[config.mk]
export PLATFORM = sky130hd
export DESIGN_NAME = eid_top
export DESIGN_NICKNAME = d
export VERILOG_FILES = /design/src/pkg/eid_pkg.sv /design/src/rtl/eid_match.sv /design/src/rtl/eid_sync.sv /design/src/rtl/eid_top.sv
export SDC_FILE = /design/constraint.sdc
export NUM_CORES = 1
export LEC_CHECK = 0
export ABC_AREA = 1
export BUFFER_PORTS_ARGS = -buffer_cell sky130_fd_sc_hd__buf_2
export CORE_MARGIN = 1.5
export CORE_UTILIZATION = 50
export DETAILED_ROUTE_END_ITERATION = 8
export PLACE_DENSITY = 0.68
export RECOVER_POWER = 25
export SETUP_SLACK_MARGIN = 0.4
export SYNTH_ARGS = -nofsm -noshare
export SYNTH_HDL_FRONTEND = slang
export SYNTH_SLANG_ARGS = --single-unit
[constraint.sdc]
create_clock -name core_clk -period 2.85 [get_ports core_clk]
set_input_delay 0.57 -clock core_clk [delete_from_list [all_inputs] [get_ports core_clk]]
set_output_delay 0.57 -clock core_clk [all_outputs]
set_load 0.02 [all_outputs]
[src/pkg/eid_pkg.sv]
// Constants and types for the external request detection block
package eid_pkg;
  localparam int EXT_NUM   = 6;
  localparam int KEY_NUM   = 4;
  localparam int MATCH_NUM = 8;
  localparam int PRIO_W    = 3;
  localparam int IDX_W     = 10;
  localparam int PADDR_W   = 12;
  localparam int SYNC_W    = EXT_NUM + 1 + KEY_NUM;

  // Register indices; byte address is four times the index
  localparam logic [IDX_W-1:0] IDX_EDGE_SRC   = 10'h31f;
  localparam logic [IDX_W-1:0] IDX_EXT_CTRL0  = 10'h040;
  localparam logic [IDX_W-1:0] IDX_KEY_CTRL   = 10'h046;
  localparam logic [IDX_W-1:0] IDX_KEY_ANALOG = 10'h047;
  localparam logic [IDX_W-1:0] IDX_PORT_IN    = 10'h048;
  localparam logic [IDX_W-1:0] IDX_MATCH_EN   = 10'h049;
  localparam logic [IDX_W-1:0] IDX_MATCH_ADR0 = 10'h050;

  // Request control register fields
  localparam int CTRL_PRIO_LSB = 0;
  localparam int CTRL_FLAG_BIT = 3;
  localparam int CTRL_POL_BIT  = 4;
  localparam int CTRL_LVS_BIT  = 5;

  // Edge source select fields
  localparam int EDGE_SEL_A_BIT = 6;
  localparam int EDGE_SEL_B_BIT = 7;
  localparam int EDGE_SRC_W     = 8;

  // Port input register fields
  localparam int PORT_NMI_BIT = 0;
  localparam int PORT_KEY_LSB = 1;

  // Reset values
  localparam logic [EDGE_SRC_W-1:0] EDGE_SRC_RST = 8'h00;
  localparam logic [PRIO_W-1:0]     PRIO_RST     = 3'h0;
  localparam logic [SYNC_W-1:0]     PIN_IDLE     = 11'h7ff;
  localparam logic [31:0]           RD_ZERO      = 32'h0000_0000;

  typedef struct packed {
    logic              lvl_sense;
    logic              polarity;
    logic [PRIO_W-1:0] prio;
  } eid_ctrl_type;

  localparam eid_ctrl_type CTRL_RST = '{lvl_sense: 1'b0, polarity: 1'b0, prio: PRIO_RST};

  typedef enum logic [2:0] {
    EID_SRC_EXT0 = 3'b000,
    EID_SRC_EXT1 = 3'b001,
    EID_SRC_EXT2 = 3'b010,
    EID_SRC_EXT3 = 3'b011,
    EID_SRC_EXT4 = 3'b100,
    EID_SRC_EXT5 = 3'b101,
    EID_SRC_KEY  = 3'b110,
    EID_SRC_NMI  = 3'b111
  } eid_src_type;
endpackage

[src/rtl/eid_match.sv]
// Instruction fetch address comparator
`timescale 1ns/1ps
module eid_match import eid_pkg::*; #(
  parameter int FETCH_W = 20
) (
  input  wire logic [MATCH_NUM-1:0][FETCH_W-1:0] match_addr,
  input  wire logic [MATCH_NUM-1:0]              match_en,
  input  wire logic [FETCH_W-1:0]                fetch_addr,
  input  wire logic                              insn_start,
  output logic                                   match_req
);
  logic [MATCH_NUM-1:0] hit;

  for (genvar i = 0; i < MATCH_NUM; i++) begin : g_cmp
    assign hit[i] = match_en[i] && (match_addr[i] == fetch_addr);
  end

  assign match_req = insn_start && (|hit);
endmodule // eid_match

[src/rtl/eid_sync.sv]
// Multi-stage pin synchroniser
`timescale 1ns/1ps
module eid_sync import eid_pkg::*; #(
  parameter int              WIDTH   = SYNC_W,
  parameter int              STAGES  = 2,
  parameter logic [WIDTH-1:0] RST_VAL = '1
) (
  input  wire logic             core_clk,
  input  wire logic             reset_n,
  input  wire logic [WIDTH-1:0] pin_in,
  output logic      [WIDTH-1:0] pin_sync
);
  logic [STAGES-1:0][WIDTH-1:0] stage_reg;

  always_ff @(posedge core_clk or negedge reset_n) begin
    if (!reset_n) begin
      stage_reg <= {STAGES{RST_VAL}};
    end else begin
      stage_reg <= {stage_reg[STAGES-2:0], pin_in};
    end
  end

  assign pin_sync = stage_reg[STAGES-1];
endmodule // eid_sync

[src/rtl/eid_top.sv]
// External, key, non-maskable and address-match request detection
`timescale 1ns/1ps
//
// Contract
// - Six request pins, each with its own flag, edge or level sensing.
// - Level-sense 0 is edge mode; polarity and both-edge pick the edge.
// - The configured edge sets the pin's request flag.
// - In level mode the flag is held at 1 while the level is active.
// - After the level ends, acknowledge or a written 0 clears the flag.
// - A nonzero priority field enables each pin's request.
// - Edge select bits 0-5 choose one edge or both edges per pin.
// - Bits 6 and 7 choose which serial channel feeds the shared source.
// - A high-to-low change on the non-maskable pin always raises a request.
// - The port bit of the non-maskable pin reads its input level.
// - A falling edge on any key input pin in input mode sets the key flag.
// - While one key pin is low, edges on others raise nothing new.
// - A key request wakes the device from wait and stop mode.
// - Analog select disconnects key pins from port reads and edge sensing.
// - Address match is non-maskable, raised just before the instruction runs.
// - Eight match addresses, each with its own enable bit.
// - Matching happens only on an instruction's starting address.
// - Acknowledging a source clears its request flag.
module eid_top import eid_pkg::*; #(
  parameter int FETCH_W     = 20,
  parameter int SYNC_STAGES = 2
) (
  input  wire logic                         core_clk,
  input  wire logic                         reset_n,
  input  wire logic                         psel,
  input  wire logic                         penable,
  input  wire logic                         pwrite,
  input  wire logic [PADDR_W-1:0]           paddr,
  input  wire logic [31:0]                  pwdata,
  output logic      [31:0]                  prdata,
  output logic                              pready,
  output logic                              pslverr,
  input  wire logic [EXT_NUM-1:0]           ext_request_pin,
  input  wire logic                         nmi_pin,
  input  wire logic [KEY_NUM-1:0]           key_input_pins,
  input  wire logic [KEY_NUM-1:0]           key_pin_input_mode,
  input  wire logic [FETCH_W-1:0]           fetch_addr,
  input  wire logic                         insn_start,
  input  wire logic                         ack_valid,
  input  wire eid_src_type                  ack_src,
  output logic      [EXT_NUM-1:0]           ext_irq_req,
  output logic      [EXT_NUM*PRIO_W-1:0]    ext_prio_lvl,
  output logic                              key_irq_req,
  output logic      [PRIO_W-1:0]            key_prio_lvl,
  output logic                              key_wake_req,
  output logic                              nmi_req,
  output logic                              match_req,
  output logic                              serial_src_sel_a,
  output logic                              serial_src_sel_b
);
  // Byte address of a register index
  function automatic logic reg_hit(input logic [PADDR_W-1:0] addr,
                                   input logic [IDX_W-1:0]   idx);
    reg_hit = (addr == {idx, 2'b00});
  endfunction

  logic [SYNC_W-1:0]                   pins_sync;
  logic [EXT_NUM-1:0]                  ext_sync;
  logic                                nmi_sync;
  logic [KEY_NUM-1:0]                  key_sync;
  logic [EXT_NUM-1:0]                  ext_prev_reg;
  logic                                nmi_prev_reg;
  logic                                key_comb_prev_reg;
  logic                                key_comb;
  logic [EXT_NUM-1:0]                  ext_set;
  logic [EXT_NUM-1:0]                  ext_clr;
  logic [EXT_NUM-1:0]                  ext_flag_reg;
  eid_ctrl_type                        ext_ctrl_reg [EXT_NUM];
  logic [EDGE_SRC_W-1:0]               edge_src_reg;
  logic [PRIO_W-1:0]                   key_prio_reg;
  logic                                key_flag_reg;
  logic                                key_analog_reg;
  logic                                nmi_pend_reg;
  logic [MATCH_NUM-1:0]                match_en_reg;
  logic [MATCH_NUM-1:0][FETCH_W-1:0]   match_addr_reg;
  logic                                wr_access;
  logic                                setup_phase;
  logic [31:0]                         rd_data;
  logic                                rd_mapped;
  logic [31:0]                         prdata_reg;
  logic                                err_reg;
  logic [KEY_NUM-1:0]                  key_port_lvl;
  logic                                key_fall;
  logic                                key_clr;
  logic                                nmi_clr;

  eid_sync #(
    .WIDTH   (SYNC_W),
    .STAGES  (SYNC_STAGES),
    .RST_VAL (PIN_IDLE)
  ) u_sync (
    .core_clk (core_clk),
    .reset_n  (reset_n),
    .pin_in   ({key_input_pins, nmi_pin, ext_request_pin}),
    .pin_sync (pins_sync)
  );

  assign ext_sync = pins_sync[EXT_NUM-1:0];
  assign nmi_sync = pins_sync[EXT_NUM];
  assign key_sync = pins_sync[SYNC_W-1:EXT_NUM+1];

  assign setup_phase = psel && !penable;
  assign wr_access   = psel && penable && pwrite && rd_mapped;
  assign pready      = 1'b1;
  assign pslverr     = psel && penable && err_reg;
  assign prdata      = prdata_reg;

  // Previous synchronised levels for edge detection
  always_ff @(posedge core_clk or negedge reset_n) begin
    if (!reset_n) begin
      ext_prev_reg      <= PIN_IDLE[EXT_NUM-1:0];
      nmi_prev_reg      <= 1'b1;
      key_comb_prev_reg <= 1'b1;
    end else begin
      ext_prev_reg      <= ext_sync;
      nmi_prev_reg      <= nmi_sync;
      key_comb_prev_reg <= key_comb;
    end
  end

  for (genvar i = 0; i < EXT_NUM; i++) begin : g_ext
    logic rise;
    logic fall;
    logic edge_hit;
    logic lvl_act;
    logic ctrl_hit;

    assign rise = ext_sync[i] && !ext_prev_reg[i];
    assign fall = !ext_sync[i] && ext_prev_reg[i];
    // polarity ignored with both edges; rise or fall sets
    assign edge_hit = edge_src_reg[i] ? (rise || fall)
                                      : (ext_ctrl_reg[i].polarity ? rise : fall);
    assign lvl_act  = ext_ctrl_reg[i].polarity ? ext_sync[i] : !ext_sync[i];
    assign ext_set[i] = ext_ctrl_reg[i].lvl_sense ? lvl_act : edge_hit;
    assign ctrl_hit = reg_hit(paddr, IDX_W'(IDX_EXT_CTRL0 + i));
    assign ext_clr[i] = (wr_access && ctrl_hit && !pwdata[CTRL_FLAG_BIT])
                     || (ack_valid && (ack_src == eid_src_type'(i)));

    always_ff @(posedge core_clk or negedge reset_n) begin
      if (!reset_n) begin
        ext_ctrl_reg[i] <= CTRL_RST;
      end else if (wr_access && ctrl_hit) begin
        ext_ctrl_reg[i].prio      <= pwdata[CTRL_PRIO_LSB +: PRIO_W];
        ext_ctrl_reg[i].polarity  <= pwdata[CTRL_POL_BIT];
        ext_ctrl_reg[i].lvl_sense <= pwdata[CTRL_LVS_BIT];
      end
    end

    // Set wins over a clear in the same cycle
    always_ff @(posedge core_clk or negedge reset_n) begin
      if (!reset_n) begin
        ext_flag_reg[i] <= 1'b0;
      end else begin
        ext_flag_reg[i] <= ext_set[i] || (ext_flag_reg[i] && !ext_clr[i]);
      end
    end

    assign ext_irq_req[i] = ext_flag_reg[i] && (ext_ctrl_reg[i].prio != PRIO_RST);
    assign ext_prio_lvl[i*PRIO_W +: PRIO_W] = ext_ctrl_reg[i].prio;
  end

  always_ff @(posedge core_clk or negedge reset_n) begin
    if (!reset_n) begin
      edge_src_reg <= EDGE_SRC_RST;
    end else if (wr_access && reg_hit(paddr, IDX_EDGE_SRC)) begin
      edge_src_reg <= pwdata[EDGE_SRC_W-1:0];
    end
  end

  assign serial_src_sel_a = edge_src_reg[EDGE_SEL_A_BIT];
  assign serial_src_sel_b = edge_src_reg[EDGE_SEL_B_BIT];

  assign nmi_clr = ack_valid && (ack_src == EID_SRC_NMI);

  always_ff @(posedge core_clk or negedge reset_n) begin
    if (!reset_n) begin
      nmi_pend_reg <= 1'b0;
    end else begin
      nmi_pend_reg <= (nmi_prev_reg && !nmi_sync) || (nmi_pend_reg && !nmi_clr);
    end
  end

  assign nmi_req = nmi_pend_reg;

  // analog select cuts the input path
  assign key_port_lvl = key_sync & {KEY_NUM{!key_analog_reg}};
  assign key_comb = &(key_sync | ~key_pin_input_mode | {KEY_NUM{key_analog_reg}});
  assign key_fall = key_comb_prev_reg && !key_comb;
  assign key_clr  = (wr_access && reg_hit(paddr, IDX_KEY_CTRL) && !pwdata[CTRL_FLAG_BIT])
                 || (ack_valid && (ack_src == EID_SRC_KEY));

  always_ff @(posedge core_clk or negedge reset_n) begin
    if (!reset_n) begin
      key_flag_reg <= 1'b0;
    end else begin
      key_flag_reg <= key_fall || (key_flag_reg && !key_clr);
    end
  end

  always_ff @(posedge core_clk or negedge reset_n) begin
    if (!reset_n) begin
      key_prio_reg <= PRIO_RST;
    end else if (wr_access && reg_hit(paddr, IDX_KEY_CTRL)) begin
      key_prio_reg <= pwdata[CTRL_PRIO_LSB +: PRIO_W];
    end
  end

  always_ff @(posedge core_clk or negedge reset_n) begin
    if (!reset_n) begin
      key_analog_reg <= 1'b0;
    end else if (wr_access && reg_hit(paddr, IDX_KEY_ANALOG)) begin
      key_analog_reg <= pwdata[0];
    end
  end

  assign key_irq_req  = key_flag_reg && (key_prio_reg != PRIO_RST);
  assign key_prio_lvl = key_prio_reg;
  assign key_wake_req = key_flag_reg;

  always_ff @(posedge core_clk or negedge reset_n) begin
    if (!reset_n) begin
      match_en_reg <= '0;
    end else if (wr_access && reg_hit(paddr, IDX_MATCH_EN)) begin
      match_en_reg <= pwdata[MATCH_NUM-1:0];
    end
  end

  for (genvar m = 0; m < MATCH_NUM; m++) begin : g_madr
    always_ff @(posedge core_clk or negedge reset_n) begin
      if (!reset_n) begin
        match_addr_reg[m] <= '0;
      end else if (wr_access && reg_hit(paddr, IDX_W'(IDX_MATCH_ADR0 + m))) begin
        match_addr_reg[m] <= pwdata[FETCH_W-1:0];
      end
    end
  end

  eid_match #(
    .FETCH_W (FETCH_W)
  ) u_match (
    .match_addr (match_addr_reg),
    .match_en   (match_en_reg),
    .fetch_addr (fetch_addr),
    .insn_start (insn_start),
    .match_req  (match_req)
  );

  // Read decode
  always_comb begin
    rd_data   = RD_ZERO;
    rd_mapped = 1'b0;
    if (reg_hit(paddr, IDX_EDGE_SRC)) begin
      rd_data[EDGE_SRC_W-1:0] = edge_src_reg;
      rd_mapped = 1'b1;
    end else if (reg_hit(paddr, IDX_KEY_CTRL)) begin
      rd_data[CTRL_PRIO_LSB +: PRIO_W] = key_prio_reg;
      rd_data[CTRL_FLAG_BIT]           = key_flag_reg;
      rd_mapped = 1'b1;
    end else if (reg_hit(paddr, IDX_KEY_ANALOG)) begin
      rd_data[0] = key_analog_reg;
      rd_mapped  = 1'b1;
    end else if (reg_hit(paddr, IDX_PORT_IN)) begin
      // live level of the non-maskable pin
      rd_data[PORT_NMI_BIT]                 = nmi_sync;
      rd_data[PORT_KEY_LSB +: KEY_NUM]      = key_port_lvl;
      rd_mapped = 1'b1;
    end else if (reg_hit(paddr, IDX_MATCH_EN)) begin
      rd_data[MATCH_NUM-1:0] = match_en_reg;
      rd_mapped = 1'b1;
    end
    for (int i = 0; i < EXT_NUM; i++) begin
      if (reg_hit(paddr, IDX_W'(IDX_EXT_CTRL0 + i))) begin
        rd_data[CTRL_PRIO_LSB +: PRIO_W] = ext_ctrl_reg[i].prio;
        rd_data[CTRL_FLAG_BIT]           = ext_flag_reg[i];
        rd_data[CTRL_POL_BIT]            = ext_ctrl_reg[i].polarity;
        rd_data[CTRL_LVS_BIT]            = ext_ctrl_reg[i].lvl_sense;
        rd_mapped = 1'b1;
      end
    end
    for (int m = 0; m < MATCH_NUM; m++) begin
      if (reg_hit(paddr, IDX_W'(IDX_MATCH_ADR0 + m))) begin
        rd_data[FETCH_W-1:0] = match_addr_reg[m];
        rd_mapped = 1'b1;
      end
    end
  end

  // Read data and error captured in the setup cycle
  always_ff @(posedge core_clk or negedge reset_n) begin
    if (!reset_n) begin
      prdata_reg <= RD_ZERO;
      err_reg    <= 1'b0;
    end else if (setup_phase) begin
      prdata_reg <= pwrite ? RD_ZERO : rd_data;
      err_reg    <= !rd_mapped;
    end
  end
endmodule // eid_top
## Yosys cells after proc, flatten, opt, wreduce, memory -nomap -nowiden

Index checks and enable logic that the tools add are counted.

- Word-level logic and storage cells: 286
- Flip-flop bits (word level): 281
- Output and inout port bits: 67

- Reductions and logical operators: 133
- Equal/unequal tests: 34
- Muxes and demuxes: 70
- Bitwise operators: 4

Operators by type and width:

| cell | number |
|---|---|
| equality test 12 x 9 -> 1 bit, second input constant | 18 |
| two-way mux 20 bit | 9 |
| equality test 20 bit | 8 |
| logical AND 1 bit | 76 |
| two-way mux 8 bit | 6 |
| two-way mux 1 bit | 44 |
| two-way mux 6 bit | 6 |
| zero test 1 bit | 26 |
| logical OR 1 bit | 21 |
| nonzero test 3 bit | 7 |
| equality test 12 bit, second input constant | 1 |
| equality test 3 bit, second input constant | 4 |
| two-way mux 4 bit | 2 |
| bitwise OR 4 bit | 2 |
| OR reduction 8 bit | 1 |
| two-way mux 7 bit | 1 |
| equality test 3 x 2 -> 1 bit, second input constant | 2 |
| two-way mux 5 bit | 1 |
| AND 4 bit | 1 |
| inverter 4 bit | 1 |
| AND reduction 4 bit | 1 |
| equality test 3 x 1 -> 1 bit, second input constant | 1 |
| zero test 3 bit | 1 |
| two-way mux 3 bit | 1 |

## Longest topological paths before layout

Gate-level depths: netlist (run 1).

- Depth in word-level cells: 27
- Mapped depth: 20
- Gate-level depth less buffers: 20

## Hierarchy

Synthesis (run 1) repeated with hierarchy kept, for this count alone.

- Cell total of the unflattened synthesis: 2090
- Area, all modules: 15223.4 um^2

By module, submodules not included:

| module | area each (um^2) | sequential area each (um^2) | instances | cells each |
|---|---|---|---|---|
| eid_top | 11898.9 | 6190.9 | 1 | 1437 |
| eid_match | 2663.8 | 0.0 | 1 | 620 |
| eid_sync | 660.6 | 578.1 | 1 | 33 |

## Worst setup path after synthesis (run 1)

OpenSTA, ideal clock, no wires.

- Path type: input port to output port
- Start point: in fetch_addr[14]
- End point: out match_req
- Data required time: 2280 ps
- Data arrival time: 2178 ps
- Setup slack: 102 ps
- Stages on the path: 9
- Cell sequence: clkbuf_1 -> inv_1 -> nand2_1 -> o21ai_0 -> nor4_1 -> and2_0 -> nand4_1 -> o2111a_1 -> a21boi_0

- Longest elaborated chain between the ends: 4

RTL lines:

| what | line | source |
|---|---|---|
| from (decl) | eid_top.sv:41 | `input wire logic [FETCH_W-1:0] fetch_addr,` |
| equality test 20 bit | eid_match.sv:15 | `assign hit[i] = match_en[i] && (match_addr[i] == fetch_addr);` |
| logical AND 1 bit | eid_match.sv:15 |  |
| OR reduction 8 bit (*) | eid_match.sv:18 | `assign match_req = insn_start && (\|hit);` |
| logical AND 1 bit (*) | eid_match.sv:18 |  |
| to (decl) | eid_top.sv:51 | `output logic match_req,` |

Every way passes the cells marked *; elsewhere a longest branch is shown, timed or not.

## Final worst setup path (run 1)

- Start point: reg match_addr_reg[32] (netlist bit)
- End point: out match_req

- Longest elaborated chain between the ends: 4

RTL lines:

| what | line | source |
|---|---|---|
| from (decl) | eid_top.sv:79 | `logic [MATCH_NUM-1:0][FETCH_W-1:0] match_addr_reg;` |
| from (signal, indexed assignment) | eid_top.sv:237 | `match_addr_reg[m] <= pwdata[FETCH_W-1:0];` |
| equality test 20 bit | eid_match.sv:15 |  |
| logical AND 1 bit | eid_match.sv:15 |  |
| OR reduction 8 bit | eid_match.sv:18 |  |
| logical AND 1 bit | eid_match.sv:18 |  |

No other way between the ends.

==> results of run 1 <==
==> placed cells by master (no fill, tap or decap), drive strengths merged, types with 30 or more instances in the layout <==
cell and n:
a21oi 55, buf 282, clkbuf 52, dfrtp 239, dfstp 30, inv 185
nand2 459, nand3 42, nor2 70, o21ai 302, o22ai 63, xor2 32
==> metal layers <==
layer / vias to the layer above / wire length (um) / GRT usage (%)
met5: - / 0 / 0
met4: 0 / 1190 / 8.62
met1: 6769 / 23400 / 52.7
met3: 83 / 6300 / 8.69
met2: 815 / 22800 / 52.5
li1: 6425 / - / -
==> synthesized netlist by cell type, drive strengths merged, types with 2 or more instances <==
cell,count
nor2,70
a32o,2
nand4,25
o21ai,302
nand2,459
clkbuf,51
o221ai,10
conb,2
a21o,2
or2,6
buf,64
nor3,11
xor2,32
o22ai,63
inv,186
a221oi,18
o2111ai,11
ha,12
a31oi,5
nor4,27
a22o,7
xnor2,13
o211ai,12
and3,2
a211oi,14
nand3,42
a21oi,55
dfrtp,239
dfstp,30
==> worst max-delay path: stages, from the launching register on <==
cell      delay [ns]
dfrtp_1         0.42
xnor2_2         0.24
nand4_1         0.22
nor4_2          0.24
buf_4           0.16
nand4_1         0.14
o2111a_2        0.23
a21boi_4        0.14
buf_6           0.13
==> area by class of cell <==
| cell class | instances | area [um2] |
|---|---|---|
| timing repair buffer | 288 | 2010 |
| fill | 2557 | 10600 |
| clock inverter | 9 | 149 |
| multi-input combinational | 1223 | 6470 |
| inverter | 187 | 711 |
| clock buffer | 47 | 886 |
| tap | 378 | 473 |
| sequential | 269 | 6770 |
==> per-stage QoR <==
step	instance area [um2]	hold WS (ns)	setup TNS, ns
final	17500	0.102	-0.195
after global routing	17500	0.0864	-7.54
after CTS	17400	0.0869	-0.146
after detailed placement	16300	0.348	-5.22
after global placement	16300	0.346	-2.14
after floorplan	14500	0.274	0
==> logic make-up (layout without fill, tap and decap cells) <==
logic type	Yosys count	count (layout)
simple gates	645	645
compound gates	508	508
buf+inv	302	531
other cells	2	13
fa+ha+maj	12	12
xor+xnor	45	45
flops	269	269
==> power by group <==
| group | total (mW) | internal [mW] | switching, mW | leakage, nW |
|---|---|---|---|---|
| clock | 4.08 | 2.48 | 1.60 | 0.507 |
| combinational | 0.652 | 0.197 | 0.455 | 4.11 |
| sequential | 3.90 | 3.87 | 0.0247 | 3.61 |
==> timing repair <==
| item | CTS | global route |
|---|---|---|
| endpoints found under the setup margin | 1 | 111 |
| setup buffers | 0 | 1 |
| hold endpoints to repair | 23 | 0 |
| pin swaps | 1 | 6 |
| resized for setup | 8 | 28 |
| hold buffers | 1 | 0 |
==> path summary, 6_finish.rpt <==
kind	from	end	slack (ns)
setup / recovery	match_addr_reg[32]	match_req	-0.19
hold / removal	key_input_pins[0]	u_sync.stage_reg[7]	0.10
setup reg to reg	key_analog_reg	prdata[1]	0.73
hold reg to reg	u_sync.stage_reg[9]	u_sync.pin_sync[9]	0.36
max in group asynchronous	reset_n	edge_src_reg[6]	0.21
min in group asynchronous	reset_n	nmi_req	1.04
==> out/summary.log, run 1 <==
[synthesis] leading cell types by total area after synthesis dfrtp_1, nand2_1, o21ai_0, dfstp_2, inv_1
[synthesis] Yosys Warn Count 0
[synthesis] share of synthesized cell area in and, or, nand and nor gates 19.5%
[timing] count of pins over their slew limit 66
[outcome] failing checks capacitance limit, slew limit, setup timing
[cts] maximum clock insertion buffer count 3
[detailed_routing] post-DR vias/cell 5.87
[power_and_ir_drop] worst vdd ir 0.441 mV
[timing] Setup violations, final 1
[power_and_ir_drop] Tot Pwr 8.63 mW
[critical_path] maximum fanout encountered on the critical timing path 3
[timing] RSZ-0062 raised after global routing yes
[synthesis] count of different cell masters after synthesis 59
[synthesis] ys flop type dfrtp_1
[global_routing] via count of the first global-routing pass 13200
[synthesis] Synth Register Bits 269
[global_routing] total gr overflow 0
[detailed_routing] first-pass iteration count of the detailed router 6
[global_routing] number of antenna violations at the first check in global routing 0
[floorplan] boundary pin count 156
[cells_and_area] net total in the final layout 2100
[timing] maximum frequency from static timing analysis 328 MHz
[synthesis] post-synthesis area per instance 8.08 um2
[floorplan] Std-Cell Rows 61
[floorplan] Floorplan Core Area 28100 um2
[timing] Setup WS post-layout -0.195 ns
[cts] H-tree levels 1
[placed_design] detailed placer's ending HPWL 40800 um
[timing] clock skew after layout 0.00874 ns
[synthesis] count of mapped cells out of synthesis 1783
[cts] Clock Sinks 269
[job] Max-cap violations 1
[global_routing] GRT Total Usage 35.6%
[global_routing] largest net degree at the start of global routing 68
[outcome] run status finished with violations
[cts] clock-pin slew on the worst setup and hold paths 0.06 ns
[cells_and_area] layout cell share with drive strength beyond 1 21.8%
[cts] TritonCTS clock tree built
[timing] Worst Tran Pin Value 1.85 ns
[cts] cts bufs inserted 30
[floorplan] x dimension of the die 173 um
[critical_path] number of cells on the worst reg-to-reg path 17
[synthesis] number of flops mapped to enable cells by yosys 0
[power_and_ir_drop] power density of the placed cells 494 nW/um2
[floorplan] y dimension of the die 173 um
[power_and_ir_drop] Leak Pwr 8.23 nW
[global_routing] first-pass GRT wire length 81100 um
[synthesis] async set-or-reset flop fraction in the synthesized netlist 100%
[placed_design] number of buffers inserted by port buffering 130
[timing] final critical-path required period 3.04 ns
[detailed_routing] post-DR wirelength/cell 22.4 um
[cts] library cell used as clock root buffer clkbuf_16
[critical_path] critical path data arrival time 2.47 ns
[critical_path] critical setup path kind reg2out
[cts] clock latency at the later pin of the worst-skew pair 0.57 ns
[floorplan] Initial Util 51.3%
[synthesis] post-synthesis instance area 14400 um2
[placed_design] Placed Cells incl. Taps 2343
[floorplan] Die Area 29800 um2
[cells_and_area] Non-Filler Instances 2401
[critical_path] kind of start point of the critical path flip-flop
[synthesis] xor/xnor cell area share of the yosys netlist 2.73%
[synthesis] sequential area share after synthesis 47.0%
[synthesis] multiplexer share of the synthesized area 0%
[min_path] cell depth of the worst min-delay path 1
[timing] Final Hold Violating Endpoints 0
[min_path] Hold WC Path Type in2reg
[detailed_routing] Routed WL 53700 um
[critical_path] Crit. End Element output port
[cells_and_area] Util after Layout 62.2%
[critical_path] CP required 2.28 ns
[synthesis] area leader, netlist dfrtp_1
[detailed_routing] Routed Antenna Nets 0
[synthesis] Synth Area in Adders 1.04%
[synthesis] share of the synthesized area in the top cell type 41.5%
[placed_design] setup slack after placement -0.154 ns
[cells_and_area] Largest register FFs 160
[cells_and_area] number of inserted diodes 0
[timing] share of the clock period used by the worst path 107%
[synthesis] dominant combinational cell family by area after synthesis compound AO/OA/AOI/OAI gates
[cells_and_area] Area Growth Syn to Fin 21.3%
[detailed_routing] DRC violation count after routing 0
[detailed_routing] number of DRC markers in iteration 0 1782
[placed_design] RD Place Congestion 0.996
[detailed_routing] DR vias 14100
[timing] Slew Limit Headroom -23.6%
[synthesis] compound-gate portion of the synthesized area 20.4%
Note: power is estimated with default switching activity, not from simulation.
==> run 2: changes to the inputs <==
SKIP_CTS_REPAIR_TIMING = 1   (was unset)
TNS_END_PERCENT = 5   (was unset)
==> run 2 against run 1 <==
Sequential power about the same. Register-to-register slack got worse by 0.05 ns. The flow still finishes with violations (capacitance limit, slew limit, setup timing). Critical path type unchanged. Clock power about the same.
==> out/summary.log, run 2 (synthesized netlist as in run 1, its figures left out) <==
[timing] Final Hold Violating Endpoints 0
[floorplan] Die Area 29800 um2
[timing] maximum frequency from static timing analysis 328 MHz
[cts] TritonCTS clock tree built
[timing] final critical-path required period 3.05 ns
[critical_path] Crit. End Element output port
[timing] Slew Limit Headroom -24.4%
[cells_and_area] Largest register FFs 160
[power_and_ir_drop] power density of the placed cells 494 nW/um2
[placed_design] RD Place Congestion 0.996
[job] Max-cap violations 1
[floorplan] boundary pin count 156
[timing] count of pins over their slew limit 66
[global_routing] largest net degree at the start of global routing 68
[detailed_routing] Routed WL 53800 um
[cells_and_area] Area Growth Syn to Fin 21.2%
[global_routing] first-pass GRT wire length 81000 um
[timing] share of the clock period used by the worst path 107%
[floorplan] x dimension of the die 173 um
[detailed_routing] post-DR vias/cell 5.85
[outcome] run status finished with violations
[global_routing] GRT Total Usage 35.6%
[timing] worst hold slack across all endpoints 0.102 ns
[global_routing] via count of the first global-routing pass 13200
[floorplan] Std-Cell Rows 61
[cells_and_area] most common library cell in the layout ignoring fill and taps nand2_1
[cts] library cell used as clock root buffer clkbuf_16
[cells_and_area] layout cell share with drive strength beyond 1 21.8%
[cells_and_area] net total in the final layout 2100
[cts] clock-pin slew on the worst setup and hold paths 0.06 ns
[critical_path] kind of start point of the critical path flip-flop
[cells_and_area] number of inserted diodes 0
[floorplan] y dimension of the die 173 um
[min_path] cell depth of the worst min-delay path 1
[power_and_ir_drop] Leak Pwr 8.22 nW
[detailed_routing] first-pass iteration count of the detailed router 6
[cts] clock latency at the later pin of the worst-skew pair 0.57 ns
[outcome] failing checks capacitance limit, slew limit, setup timing
[timing] Setup WS post-layout -0.197 ns
[cells_and_area] finished layout cell area 17500 um2
[power_and_ir_drop] worst vdd ir 0.439 mV
[critical_path] critical path data arrival time 2.48 ns
[cells_and_area] Util after Layout 62.2%
[placed_design] area of placed instances 16300 um2
[critical_path] number of cells on the worst reg-to-reg path 17
[cts] H-tree levels 1
[global_routing] number of antenna violations at the first check in global routing 0
[critical_path] maximum fanout encountered on the critical timing path 3
[placed_design] number of buffers inserted by port buffering 130
[timing] Setup violations, final 1
[detailed_routing] Routed Antenna Nets 0
[cts] maximum clock insertion buffer count 3
[detailed_routing] DRC violation count after routing 0
[detailed_routing] post-DR wirelength/cell 22.4 um
[timing] Worst Tran Pin Value 1.87 ns
[global_routing] total gr overflow 0
[cells_and_area] most frequent cells in the layout nand2_1, dfrtp_1, o21ai_0
[cts] cts bufs inserted 30
[floorplan] Initial Util 51.3%
[power_and_ir_drop] Tot Pwr 8.63 mW
[critical_path] critical setup path kind reg2out
[floorplan] Floorplan Core Area 28100 um2
[cts] Clock Sinks 269
[detailed_routing] DR vias 14000
[detailed_routing] number of DRC markers in iteration 0 1717
[critical_path] CP required 2.28 ns
[timing] clock skew after layout 0.00913 ns
[timing] RSZ-0062 raised after global routing yes
[placed_design] detailed placer's ending HPWL 40800 um
[min_path] Hold WC Path Type in2reg
[run 2: cell count changes in the layout (fill, tap and decap cells not counted)]
cell,delta
o22ai_2,-1
o22ai_1,+1
inv_2,-1
clkinvlp_4,+1
[run 2: layout make-up]
| class | instances | area, um2 |
|---|---|---|
| Sequential cell | 269 | 6770 |
| Multi-Input combinational cell | 1223 | 6470 |
| Tap cell | 378 | 473 |
| Clock inverter | 9 | 149 |
| Inverter | 187 | 714 |
| Fill cell | 2557 | 10600 |
| Timing Repair Buffer | 288 | 2010 |
| Clock buffer | 47 | 886 |
[run 2: final timing paths]
check | from | to | slack, ns
min in group asynchronous | reset_n | nmi_req | 1.05
setup / recovery | match_addr_reg[16] | match_req | -0.20
setup reg to reg | key_analog_reg | prdata[1] | 0.68
hold reg to reg | u_sync.stage_reg[9] | u_sync.pin_sync[9] | 0.36
hold / removal | key_input_pins[0] | u_sync.stage_reg[7] | 0.10
max in group asynchronous | reset_n | ext_ctrl_reg[8] | 0.19
[run 2: metal layers]
metal | routed length [um] | track usage (%) | up-vias
met3 | 6060 | 8.44 | 95
met5 | 0 | 0 | -
met4 | 1190 | 7.97 | 0
li1 | - | - | 6420
met1 | 23700 | 52.8 | 6708
met2 | 22800 | 52.6 | 811
[run 2: per-stage QoR]
stage	worst slack, ns	instances	TNS (ns)
finish	-0.197	2401	-0.197
floorplan	0.405	1794	0
global placement	-0.109	2343	-2.14
detailed placement	-0.154	2343	-5.22
CTS	-0.336	2399	-0.336
global route	-0.273	2401	-7.59
[run 2: worst max-delay path: stages (launching register included)]
cell,delay [ns]
dfrtp_1,0.37
inv_1,0.11
o21ai_0,0.12
a221oi_2,0.22
nand3_1,0.14
nor4_2,0.18
nand3_1,0.21
o22ai_2,0.16
nor2_1,0.11
a21boi_4,0.16
buf_6,0.13
[run 2: power breakdown]
part	internal, mW	switching (mW)
registers	3.87	0.0241
logic	0.197	0.456
clock network	2.48	1.60
